## config.mk

```make
export PLATFORM = sky130hd
export DESIGN_NAME = ttm_monitor
export DESIGN_NICKNAME = d
export VERILOG_FILES = /design/src/rtl/ttm_pkg.sv /design/src/rtl/ttm_trip.sv /design/src/rtl/ttm_monitor.sv
export SDC_FILE = /design/constraint.sdc
export NUM_CORES = 1
export LEC_CHECK = 0
export ABC_CLOCK_PERIOD_IN_PS = 3300
export BUFFER_PORTS_ARGS = -buffer_cell sky130_fd_sc_hd__buf_2
export CORE_AREA = 2 2 112 103
export DETAILED_ROUTE_END_ITERATION = 7
export DIE_AREA = 0 0 114 105
export GPL_ROUTABILITY_DRIVEN = 0
export PLACE_DENSITY = 0.82
export SLEW_MARGIN = 10
export SYNTH_ARGS = -nofsm -noshare
export SYNTH_HDL_FRONTEND = slang
export SYNTH_SLANG_ARGS = --single-unit
export TNS_END_PERCENT = 5
```

## constraint.sdc

```tcl
create_clock -name core_clk -period 3.3 [get_ports core_clk]
set_input_delay 0.495 -clock core_clk [delete_from_list [all_inputs] [get_ports core_clk]]
set_output_delay 0.495 -clock core_clk [all_outputs]
set_load 0.01 [all_outputs]
```

## src/rtl/ttm_pkg.sv

```systemverilog
// Shared constants for the thermal trip monitor.
// Assumes a host register port that selects registers by a 3-bit pointer.
package ttm_pkg;

  // ==========================================================
  // Register pointer values
  localparam logic [2:0] ADDR_CAPABILITY = 3'h0;
  localparam logic [2:0] ADDR_CONFIG = 3'h1;
  localparam logic [2:0] ADDR_UPPER = 3'h2;
  localparam logic [2:0] ADDR_LOWER = 3'h3;
  localparam logic [2:0] ADDR_CRITICAL = 3'h4;
  localparam logic [2:0] ADDR_TEMP = 3'h5;

  // ==========================================================
  // Configuration bit positions
  localparam int CFG_EVT_MODE = 0;
  localparam int CFG_EVT_POL = 1;
  localparam int CFG_CRIT_ONLY = 2;
  localparam int CFG_EVT_EN = 3;
  localparam int CFG_EVT_STAT = 4;
  localparam int CFG_CLR_EVT = 5;
  localparam int CFG_ALARM_LOCK = 6;
  localparam int CFG_CRIT_LOCK = 7;
  localparam int CFG_SHUTDOWN = 8;
  localparam int CFG_HYST_LO = 9;
  localparam int CFG_HYST_HI = 10;

  // Bits software may store; status, clear and reserved excluded
  localparam logic [15:0] CFG_STORE_MASK = 16'h07CF;
  localparam logic [15:0] CFG_RESET = 16'h0000;

  // ==========================================================
  // Trip and temperature field layout
  localparam int TRIP_MSB = 12;
  localparam int TRIP_LSB = 2;
  localparam logic [15:0] TRIP_MASK = 16'h1FFC;
  localparam logic [15:0] TRIP_RESET = 16'h0000;
  localparam int TEMP_MSB = 12;
  localparam int TEMP_BELOW = 13;
  localparam int TEMP_ABOVE = 14;
  localparam int TEMP_CRIT = 15;
  localparam logic [12:0] TEMP_RESET = 13'h0000;

  // ==========================================================
  // Hysteresis in 0.25 degree steps: 0, 1.5, 3, 6 degrees
  localparam logic [1:0] HYST_OFF = 2'h0;
  localparam logic [1:0] HYST_1P5 = 2'h1;
  localparam logic [1:0] HYST_3 = 2'h2;
  localparam logic [1:0] HYST_6 = 2'h3;
  localparam logic [11:0] HYST_Q_OFF = 12'h000;
  localparam logic [11:0] HYST_Q_1P5 = 12'h006;
  localparam logic [11:0] HYST_Q_3 = 12'h00C;
  localparam logic [11:0] HYST_Q_6 = 12'h018;

  // ==========================================================
  // Trip comparator indices
  localparam int TRIP_UPPER = 0;
  localparam int TRIP_LOWER = 1;
  localparam int TRIP_CRIT = 2;
  localparam int TRIP_COUNT = 3;

endpackage

```

## src/rtl/ttm_trip.sv

```systemverilog
// One trip-point comparator with hysteresis and a held flag.
// Assumes temperature and trip value share 0.25 degree alignment.
`timescale 1ns/1ps
module ttm_trip (
  // Clock and reset
  input wire logic core_clk,
  input wire logic rstn,
  input wire logic ce,
  // Comparison inputs
  input wire logic above_sense,
  input wire logic [10:0] temp_q,
  input wire logic [10:0] trip_q,
  input wire logic [11:0] hyst_q,
  // Flag
  output logic flag
);

  typedef struct packed {
    logic flag;
  } ttm_trip_state_type;

  ttm_trip_state_type st_r;
  ttm_trip_state_type st_nxt;
  logic signed [11:0] temp_s;
  logic signed [11:0] trip_s;
  logic signed [11:0] band_s;

  // ==========================================================
  // Compare with hysteresis
  always_comb begin
    st_nxt = st_r;
    temp_s = $signed({temp_q[10], temp_q});
    trip_s = $signed({trip_q[10], trip_q});
    band_s = trip_s - $signed(hyst_q);
    if (above_sense) begin
      if (temp_s > trip_s) begin
        st_nxt.flag = 1'b1;
      end else if (temp_s <= band_s) begin
        st_nxt.flag = 1'b0;
      end
    end else begin
      if (temp_s < band_s) begin
        st_nxt.flag = 1'b1;
      end else if (temp_s >= trip_s) begin
        st_nxt.flag = 1'b0;
      end
    end
  end

  always_ff @(posedge core_clk or negedge rstn) begin
    if (!rstn) begin
      st_r <= '0;
    end else if (ce) begin
      st_r <= st_nxt;
    end
  end

  assign flag = st_r.flag;
endmodule

```

## src/rtl/ttm_monitor.sv

```systemverilog
// Thermal trip monitor: trip registers, temperature readout, event pin.
// Assumes a host register port and a sensor sample port on core_clk.
//
// How it works
// - Alarm lock bit 6 set blocks writes to upper and lower bounds.
// - Critical lock bit 7 set blocks writes to the critical limit.
// - Config bit 8 set shuts the sensor down and freezes sensing.
// - Config bits 10:9 pick hysteresis of 0, 1.5, 3 or 6 degrees.
// - Hysteresis acts on both window flags and on the event pin.
// - Below sets under lower-hyst, clears at lower; above sets over upper, clears at upper-hyst.
// - A tripped above or critical flag holds until temperature falls to trip minus hyst.
// - Trip values and temperature are two's complement numbers.
// - Bound registers hold their value in bits 12:2, 0.25 degree step.
// - Bound register bits 15:13 and 1:0 always read zero.
// - Critical limit uses 0.25 degree steps, bits 15:13, 1:0 read zero.
// - Temperature is read-only, bits 12:0 at 0.0625 degree per step.
// - Temperature bit 13 reads the below-window flag.
// - Temperature bit 14 reads the above-window flag.
// - Temperature bit 15 reads the above-critical flag.
// - Either lock bit set freezes the event mode and polarity bits.
`timescale 1ns/1ps
module ttm_monitor #(
  parameter logic [15:0] CAPABILITY = 16'h0001
) (
  // Clock, reset, enable
  input wire logic core_clk,
  input wire logic rstn,
  input wire logic ce,
  // Host register port
  input wire logic wr_en,
  input wire logic rd_en,
  input wire logic [2:0] reg_addr,
  input wire logic [15:0] wr_data,
  output logic [15:0] rd_data,
  output logic rd_valid,
  // Sensor sample port
  input wire logic sensor_valid,
  input wire logic [12:0] sensor_temp,
  output logic sensor_shutdown,
  // Event pin
  output logic event_pin
);

  // ==========================================================
  // Parameter check
  if (CAPABILITY[15:5] != 11'h000) begin : g_bad_cap
    $error("capability upper bits must be zero");
  end

  // ==========================================================
  // State
  typedef struct packed {
    logic [15:0] cfg;
    logic [15:0] upper;
    logic [15:0] lower;
    logic [15:0] crit;
    logic [12:0] temp;
    logic [15:0] rdata;
    logic rvalid;
    logic cond_prev;
    logic evt_latch;
    logic evt_pin;
  } ttm_state_type;

  ttm_state_type st_r;
  ttm_state_type st_nxt;

  logic [11:0] hyst_q;
  logic [10:0] trip_sel [ttm_pkg::TRIP_COUNT];
  logic [ttm_pkg::TRIP_COUNT-1:0] flags;
  logic evt_cond;
  logic evt_active;
  logic locked_any;
  logic [15:0] cfg_read;
  logic [15:0] temp_read;

  // ==========================================================
  // Hysteresis decode
  always_comb begin
    unique case (st_r.cfg[ttm_pkg::CFG_HYST_HI:ttm_pkg::CFG_HYST_LO])
      ttm_pkg::HYST_OFF: hyst_q = ttm_pkg::HYST_Q_OFF;
      ttm_pkg::HYST_1P5: hyst_q = ttm_pkg::HYST_Q_1P5;
      ttm_pkg::HYST_3: hyst_q = ttm_pkg::HYST_Q_3;
      ttm_pkg::HYST_6: hyst_q = ttm_pkg::HYST_Q_6;
    endcase
  end

  // ==========================================================
  // Trip comparators
  assign trip_sel[ttm_pkg::TRIP_UPPER] =
    st_r.upper[ttm_pkg::TRIP_MSB:ttm_pkg::TRIP_LSB];
  assign trip_sel[ttm_pkg::TRIP_LOWER] =
    st_r.lower[ttm_pkg::TRIP_MSB:ttm_pkg::TRIP_LSB];
  assign trip_sel[ttm_pkg::TRIP_CRIT] =
    st_r.crit[ttm_pkg::TRIP_MSB:ttm_pkg::TRIP_LSB];

  for (genvar i = 0; i < ttm_pkg::TRIP_COUNT; i++) begin : g_trip
    ttm_trip u_trip (
      .core_clk(core_clk),
      .rstn(rstn),
      .ce(ce),
      .above_sense(i != ttm_pkg::TRIP_LOWER),
      .temp_q(st_r.temp[ttm_pkg::TEMP_MSB:ttm_pkg::TRIP_LSB]),
      .trip_q(trip_sel[i]),
      .hyst_q(hyst_q),
      .flag(flags[i])
    );
  end

  // ==========================================================
  // Read views
  assign locked_any = st_r.cfg[ttm_pkg::CFG_ALARM_LOCK] |
    st_r.cfg[ttm_pkg::CFG_CRIT_LOCK];

  always_comb begin
    cfg_read = st_r.cfg & ttm_pkg::CFG_STORE_MASK;
    cfg_read[ttm_pkg::CFG_EVT_STAT] = st_r.cfg[ttm_pkg::CFG_EVT_EN] &
      evt_active;
    temp_read = {3'h0, st_r.temp};
    temp_read[ttm_pkg::TEMP_BELOW] = flags[ttm_pkg::TRIP_LOWER];
    temp_read[ttm_pkg::TEMP_ABOVE] = flags[ttm_pkg::TRIP_UPPER];
    temp_read[ttm_pkg::TEMP_CRIT] = flags[ttm_pkg::TRIP_CRIT];
  end

  // ==========================================================
  // Event condition
  always_comb begin
    if (st_r.cfg[ttm_pkg::CFG_CRIT_ONLY]) begin
      evt_cond = flags[ttm_pkg::TRIP_CRIT];
    end else begin
      evt_cond = |flags;
    end
    if (st_r.cfg[ttm_pkg::CFG_EVT_MODE]) begin
      evt_active = st_r.evt_latch;
    end else begin
      evt_active = evt_cond;
    end
  end

  // ==========================================================
  // Next state
  always_comb begin
    st_nxt = st_r;
    st_nxt.rvalid = 1'b0;

    // Sensor sampling
    if (sensor_valid && !st_r.cfg[ttm_pkg::CFG_SHUTDOWN]) begin
      st_nxt.temp = sensor_temp;
    end

    // Register writes
    if (wr_en) begin
      unique case (reg_addr)
        ttm_pkg::ADDR_CONFIG: begin
          st_nxt.cfg = wr_data & ttm_pkg::CFG_STORE_MASK;
          if (locked_any) begin
            st_nxt.cfg[ttm_pkg::CFG_EVT_MODE] =
              st_r.cfg[ttm_pkg::CFG_EVT_MODE];
            st_nxt.cfg[ttm_pkg::CFG_EVT_POL] =
              st_r.cfg[ttm_pkg::CFG_EVT_POL];
          end
        end
        ttm_pkg::ADDR_UPPER: begin
          if (!st_r.cfg[ttm_pkg::CFG_ALARM_LOCK]) begin
            st_nxt.upper = wr_data & ttm_pkg::TRIP_MASK;
          end
        end
        ttm_pkg::ADDR_LOWER: begin
          if (!st_r.cfg[ttm_pkg::CFG_ALARM_LOCK]) begin
            st_nxt.lower = wr_data & ttm_pkg::TRIP_MASK;
          end
        end
        ttm_pkg::ADDR_CRITICAL: begin
          if (!st_r.cfg[ttm_pkg::CFG_CRIT_LOCK]) begin
            st_nxt.crit = wr_data & ttm_pkg::TRIP_MASK;
          end
        end
        default: begin
        end
      endcase
    end

    // Interrupt-mode latch: a new event wins over a clear
    st_nxt.cond_prev = evt_cond;
    if (wr_en && reg_addr == ttm_pkg::ADDR_CONFIG &&
        wr_data[ttm_pkg::CFG_CLR_EVT] &&
        st_r.cfg[ttm_pkg::CFG_EVT_MODE]) begin
      st_nxt.evt_latch = 1'b0;
    end
    if (evt_cond && !st_r.cond_prev) begin
      st_nxt.evt_latch = 1'b1;
    end
    if (!st_r.cfg[ttm_pkg::CFG_EVT_MODE]) begin
      st_nxt.evt_latch = 1'b0;
    end

    // Event pin level
    st_nxt.evt_pin = ~st_r.cfg[ttm_pkg::CFG_EVT_POL] ^
      (st_r.cfg[ttm_pkg::CFG_EVT_EN] & evt_active);

    // Register reads
    if (rd_en) begin
      st_nxt.rvalid = 1'b1;
      unique case (reg_addr)
        ttm_pkg::ADDR_CAPABILITY: st_nxt.rdata = CAPABILITY;
        ttm_pkg::ADDR_CONFIG: st_nxt.rdata = cfg_read;
        ttm_pkg::ADDR_UPPER: st_nxt.rdata = st_r.upper;
        ttm_pkg::ADDR_LOWER: st_nxt.rdata = st_r.lower;
        ttm_pkg::ADDR_CRITICAL: st_nxt.rdata = st_r.crit;
        ttm_pkg::ADDR_TEMP: st_nxt.rdata = temp_read;
        default: st_nxt.rdata = 16'h0000;
      endcase
    end
  end

  // ==========================================================
  // Registers
  always_ff @(posedge core_clk or negedge rstn) begin
    if (!rstn) begin
      st_r.cfg <= ttm_pkg::CFG_RESET;
      st_r.upper <= ttm_pkg::TRIP_RESET;
      st_r.lower <= ttm_pkg::TRIP_RESET;
      st_r.crit <= ttm_pkg::TRIP_RESET;
      st_r.temp <= ttm_pkg::TEMP_RESET;
      st_r.rdata <= 16'h0000;
      st_r.rvalid <= 1'b0;
      st_r.cond_prev <= 1'b0;
      st_r.evt_latch <= 1'b0;
      st_r.evt_pin <= 1'b1;
    end else if (ce) begin
      st_r <= st_nxt;
    end
  end

  assign rd_data = st_r.rdata;
  assign rd_valid = st_r.rvalid;
  assign sensor_shutdown = st_r.cfg[ttm_pkg::CFG_SHUTDOWN];
  assign event_pin = st_r.evt_pin;
endmodule

```

# ---- After elaboration in Yosys (flattened, before gate mapping)
# Index checks and enable logic that the tools add are counted.
dict set report classes {
  n_mul 0
  n_lt_le_gt_ge 6
  shift 0
  bitwise_logic 7
  reduce_logical 24
  div 0
  mux 14
  n_addsub 3
  n_eq_ne 9
}
# op n
set ops {}
lappend ops {{16-bit case mux with 6 select lines} 1}
lappend ops {{12-bit case mux with 4 select lines} 1}
lappend ops {{11-bit by 12-bit subtractor with 12-bit output} 3}
lappend ops {{11-bit by 12-bit <= comparator with 1-bit output} 2}
lappend ops {{11-bit greater-than comparator} 2}
lappend ops {{4-bit AND reduction} 4}
lappend ops {{11-bit by 12-bit less-than comparator with 1-bit output} 1}
lappend ops {{1-bit 2-to-1 mux} 12}
lappend ops {{2-bit AND reduction} 6}
lappend ops {{11-bit greater-or-equal comparator} 1}
lappend ops {{3-bit by 2-bit equality test with 1-bit output (second input constant)} 2}
lappend ops {{3-bit equality test (second input constant)} 2}
lappend ops {{2-bit nonzero test} 3}
lappend ops {{1-bit logical AND} 5}
lappend ops {{2-bit equality test (second input constant)} 2}
lappend ops {{1-bit inverter} 4}
lappend ops {{3-bit by 1-bit equality test with 1-bit output (second input constant)} 1}
lappend ops {{3-bit zero test} 1}
lappend ops {{3-bit by 1-bit inequality test with 1-bit output (second input constant)} 1}
lappend ops {{3-bit AND reduction} 1}
lappend ops {{3-bit OR reduction} 1}
lappend ops {{2-bit by 1-bit equality test with 1-bit output (second input constant)} 1}
lappend ops {{1-bit zero test} 2}
lappend ops {{2-bit zero test} 1}
lappend ops {{3 further kinds} 3}
dict set report word_totals {
  out_inout_bits 19
  mem_bits_ro 0
  mem_count 0
  ff_bits 78
  ram_bits 0
  elab_cells 77
  latch_bits 0
  inputBits 38
}

# ---- Logic depth before layout (Yosys ltp)
dict set report depth {
  word_depth 7
  depth_mapped 16
  mapped_depth_nobuf 16
}

# ---- Modules after synthesis
# From an unflattened synthesis, not the netlist that was laid out.
dict set report hier_totals {
  cells_unflattened 730
  area_unflattened_um2 7083.0
}
# mod n_inst area_per_inst_um2 cells_each
set by_module_without_submodules {}
lappend by_module_without_submodules {ttm_monitor 1 3638.5 284}
lappend by_module_without_submodules {{ttm_trip at g_trip[2].u_trip} 1 1173.6 149}
lappend by_module_without_submodules {{ttm_trip at g_trip[1].u_trip} 1 1141.1 149}
lappend by_module_without_submodules {{ttm_trip at g_trip[0].u_trip} 1 1129.8 148}

# ---- Worst setup path before layout
# Ideal clock, no wire load.
dict set report synth_timing {
  kind {register to register}
  start {register st_r, in the netlist cfg_read[9]}
  end {register g_trip[0].u_trip.st_r}
  t_arrival_ns 3.116
  path_buffers 0
  setup_ns 0.069
  path_stages_with_launch 15
  path_slack_ns 0.116
  required_time_ns 3.231
  cell_sequence {dfrtp_1 inv_1 ha_1 ha_1 nor2b_1 o21a_1 o21ai_0 nand2_1 xnor2_1 ha_1 a41oi_1 o21ai_1 a221o_1 o32a_1 nand3_1}
}
dict set report synth_via {
  elab_chain_cells 6
  elab_cells_between_ends 9
  cone_classes {add/sub (1); order compare (1); eq/ne (3); mux (1); reduce/logical (3)}
}
# item line_no
set synth_lines {}
lappend synth_lines {{start: declaration} ttm_monitor.sv:65} ;# ttm_state_type st_r;
lappend synth_lines {{start signal: assignment} ttm_monitor.sv:231} ;# st_r <= st_nxt;
lappend synth_lines {{2-bit equality test (tied with other cells)} ttm_monitor.sv:80} ;# unique case (st_r.cfg[ttm_pkg::CFG_HYST_HI:ttm_pkg::CFG_HYST_LO])
lappend synth_lines {{12-bit case mux with 4 select lines *} ttm_monitor.sv:80}
lappend synth_lines {{11-bit by 12-bit subtractor with 12-bit output *} ttm_trip.sv:34} ;# band_s = trip_s - $signed(hyst_q);
lappend synth_lines {{11-bit by 12-bit <= comparator with 1-bit output *} ttm_trip.sv:38} ;# end else if (temp_s <= band_s) begin
lappend synth_lines {{2-bit nonzero test (no line) *} -}
lappend synth_lines {{2-bit AND reduction (no line) *} -}
lappend synth_lines {{end signal: assignment} ttm_trip.sv:54} ;# st_r <= st_nxt;
lappend synth_lines {{end: declaration} ttm_trip.sv:22} ;# ttm_trip_state_type st_r;
# Every way passes the cells marked *; elsewhere a longest branch is shown, timed or not. The select of a mux whose other input is x is not followed.
# A chain may end at the register's enable or synchronous reset.

# ---- Final worst setup path
dict set report layout_timing {
  start {register st_r, in the netlist cfg_read[10]}
  end {register g_trip[1].u_trip.st_r}
}
dict set report layout_via {
  elab_chain_cells 6
  elab_cells_between_ends 10
  cone_classes {add/sub (1); order compare (1); eq/ne (3); mux (2); reduce/logical (3)}
}
# item line_no
set layout_lines {}
lappend layout_lines {{2-bit equality test (tied with other cells)} ttm_monitor.sv:80}
lappend layout_lines {{12-bit case mux with 4 select lines *} ttm_monitor.sv:80}
lappend layout_lines {{11-bit by 12-bit subtractor with 12-bit output *} ttm_trip.sv:34}
lappend layout_lines {{11-bit by 12-bit less-than comparator with 1-bit output *} ttm_trip.sv:42} ;# if (temp_s < band_s) begin
lappend layout_lines {{2-bit nonzero test (no line)} -}
lappend layout_lines {{2-bit AND reduction (no line)} -}
lappend layout_lines {{end signal: assignment} ttm_trip.sv:54}
lappend layout_lines {{end: declaration} ttm_trip.sv:22}
# Marks and branches as above.

==> run summary <==
CP required: 3.53 ns
outcome: complete, but fails checks
max_cap viols: 0
Ports: 57
Syn Nets: 742
Port Buf Inserts: 53
cell row count: 36
antenna-violating nets left: 0
Root Buffer: clkbuf_16
maximum vdd drop: 0.3708 mV
crit path launch type: flip-flop
Clock transition at path regs: 0.07 ns
Clock Latency Late Sink: 0.35 ns
Slew Limit Headroom: 30.90%
setup violators final: 3
CP delay by family, top: compound AO/OA/AOI/OAI gates
reg2reg setup slack: -0.11 ns
Sum Neg Setup Slack: -0.2053 ns
r2r startpoint: cfg_read[10]
ant diodes: 0
Async SR Flop Fraction: 100.0%
Clock Path Buffers: 2
number of flops mapped to enable cells by yosys: 0
period utilization: 103.4%
RSZ-0062 raised after global routing: true
reg-to-reg endpoint: g_trip[1].u_trip.flag
Starting Density: 54.41%
design area: 0.006782 sq mm
Wirelength per Cell: 21.45 microns
drt via density: 6.504
final WL: 17590 microns
Critical-path top delay cell: dfrtp_2
Final Core Density: 63.26%
Hold Vio Cnt, Final: 0
crit-path max cell delay: 0.44 ns
register area share after synthesis: 33.48%
Unique masters post-synth: 64
GRT Util Overall: 29.31%
Worst Tran Pin Value: 1.037 ns
fraction of layout instances using a drive strength above 1: 24.45%
HP Class: in2async
Core Box Area: 0.01072 sq mm
Syn Std Cell Area: 0.005833 sq mm
Setup Skew: 0.01094 ns
setup slack after layout: -0.1107 ns
FF+latch count, synth: 78
initial antenna violation count: 0
crit end category: flip-flop
Buf/Inv on CP: 3
WP data arrival: 3.64 ns
Nets: 804
placed cells: 798
Initial DRT Pass Iterations: 6
drt initial violations: 626
CTS tree: built
kind of critical path: reg2reg
pin count of the biggest net entering global routing: 79
DIE AREA: 0.01197 sq mm
clock tree sinks: 78
first-pass GRT wire length: 27490 microns
area grow syn2layout: 16.26%
violated checks: negative setup slack
Period minus WS final: 3.411 ns
Num CTS Buffers: 9
syn_area_per_cell: 9.408 sq um
f_max: 293.2 MHz
vias in the first global route: 5396
Remaining DRCs: 0
hold slack: 0.3266 ns
layout filler cell count: 826
top_reg_cell synth: dfrtp_1
critical path, cell by cell: buf_6 > ha_4 > buf_6 > ha_4 > nor2b_4 > o21a_1 > o21ai_2 > buf_6 > nand2_1 > xnor2_1 > ha_1 > nand2_1 > nor3_4 > o211ai_1 > and2_1 > a221o_1
Syn Inst Count: 620
total gr overflow: 0
pre-CTS setup slack: -0.2250 ns
die height: 105 microns
Worst Path Max Fanout: 4
Die Width: 114 microns
Static Leak: 3.144 nW
fin. max-slew vios: 0
detailed placement HPWL: 12140 microns
R2R depth: 16
total number of yosys warnings: 0
total power draw: 5.519 mW
Vias: 5333
Pwr Density: 813.8 mW/mm^2
fin cells: 820
dpl cell area: 0.006227 sq mm
H-tree depth: 3
Worst path most repeated cell: buf_6
[synthesized netlist by cell type, drive strengths merged (6+ instances only)]
cell type | instances | share of area [%]
a21o | 9 | 1.2
nor3 | 6 | 0.99
nor2b | 9 | 1.1
inv | 46 | 3.0
xor2 | 6 | 0.90
mux2i | 8 | 1.4
dfrtp | 77 | 33
nor4 | 6 | 0.64
xnor2 | 16 | 2.4
a21oi | 40 | 3.4
nand2 | 64 | 4.1
mux2 | 24 | 4.6
a221oi | 10 | 1.5
o21ai | 54 | 4.6
nand4 | 17 | 1.8
buf | 31 | 3.8
nand2b | 8 | 0.86
nand3 | 11 | 0.94
nor2 | 26 | 1.7
a22o | 6 | 0.90
ha | 81 | 17
[routing by layer]
metal / wire, microns / global-route usage, % / vias up
met5: 0 / 0 / -
met3: 1468 / 5.336 / 99
met4: 1050 / 16.03 / 0
li1: - / - / 2355
met2: 8136 / 46.47 / 346
met1: 6931 / 37.72 / 2533
[worst max-delay path by stage]
stage | startpoint | endpoint | slack (ns) | cells past startpoint
final | cfg_read[10] | g_trip[1].u_trip.flag | -0.11 | 16
after global placement | cfg_read[9] | g_trip[1].u_trip.flag | -0.07 | 15
after floorplan | cfg_read[9] | g_trip[0].u_trip.flag | 0.12 | 14
after CTS | cfg_read[10] | g_trip[2].u_trip.flag | -0.004 | 16
after detailed placement | cfg_read[9] | g_trip[1].u_trip.flag | -0.23 | 15
after global routing | cfg_read[10] | g_trip[1].u_trip.flag | -0.20 | 16
[sequential cells by signal, summed over array words and instances (netlist names)]
register	flops
sensor_shutdown	1
g_trip.u_trip.flag	3
rd_data	16
st_r	48
rd_valid	1
event_pin	1
cfg_read	8
[cell type report]
class                      instances  area (sq um)  area share [%]
multi-input combinational        462          3669           54.10
sequential                        78          1956           28.84
timing repair buffer              85         519.2           7.657
clock buffer                      10         229.0           3.376
inverter                          46         172.7           2.546
tap                              133         166.4           2.454
clock inverter                     6         70.07           1.033
[what timing repair did]
item,CTS,global route
hold buffers,0,0
buffers inserted,2,4
pin swaps,15,23
endpoints found under the hold margin,0,0
endpoints found under the setup margin,3,3
gates resized for setup,27,23
[where the power goes]
group | internal [mW] | leakage (nW) | switching, mW
clock network | 0.591 | 0.135 | 0.437
registers | 1.20 | 0.932 | 0.342
logic | 1.35 | 2.08 | 1.60
total | 3.14 | 3.14 | 2.38
[cell usage in the layout, fill, tap and decap left out, types with 3 or more instances in the layout]
| master | n |
|---|---|
| nor2b_4 | 3 |
| nand3b_1 | 5 |
| nor2b_1 | 4 |
| o21a_1 | 4 |
| o21ai_1 | 15 |
| a31oi_1 | 3 |
| dfrtp_1 | 75 |
| mux2i_1 | 8 |
| buf_2 | 52 |
| clkinvlp_4 | 3 |
| a21oi_1 | 38 |
| xnor2_1 | 14 |
| inv_2 | 3 |
| xor2_1 | 6 |
| nand2_1 | 61 |
| buf_6 | 3 |
| nand2_2 | 3 |
| a211o_1 | 3 |
| o21ai_2 | 5 |
| mux2_2 | 24 |
| nor2_1 | 25 |
| a221oi_1 | 10 |
| clkbuf_16 | 9 |
| a22o_1 | 6 |
| o21ai_0 | 34 |
| nand3_1 | 9 |
| buf_4 | 30 |
| ha_4 | 4 |
| nand2b_1 | 8 |
| nand4_1 | 17 |
| nor4_1 | 4 |
| a21o_1 | 9 |
| nor3_4 | 3 |
| inv_1 | 43 |
| o32ai_1 | 4 |
| o211ai_1 | 5 |
| o31ai_1 | 5 |
| ha_1 | 76 |
[cell families (layout without fill, tap and decap cells)]
family	count (synthesis)	after routing	synth area share [%]
compound gates	160	160	17.40
fa+ha+maj	84	84	18.40
mux	32	32	6.006
flops	78	78	33.48
buf+inv	80	147	6.993
xor+xnor	22	22	3.303
simple gates	164	164	14.41
Power figures use the tool's default switching activity.
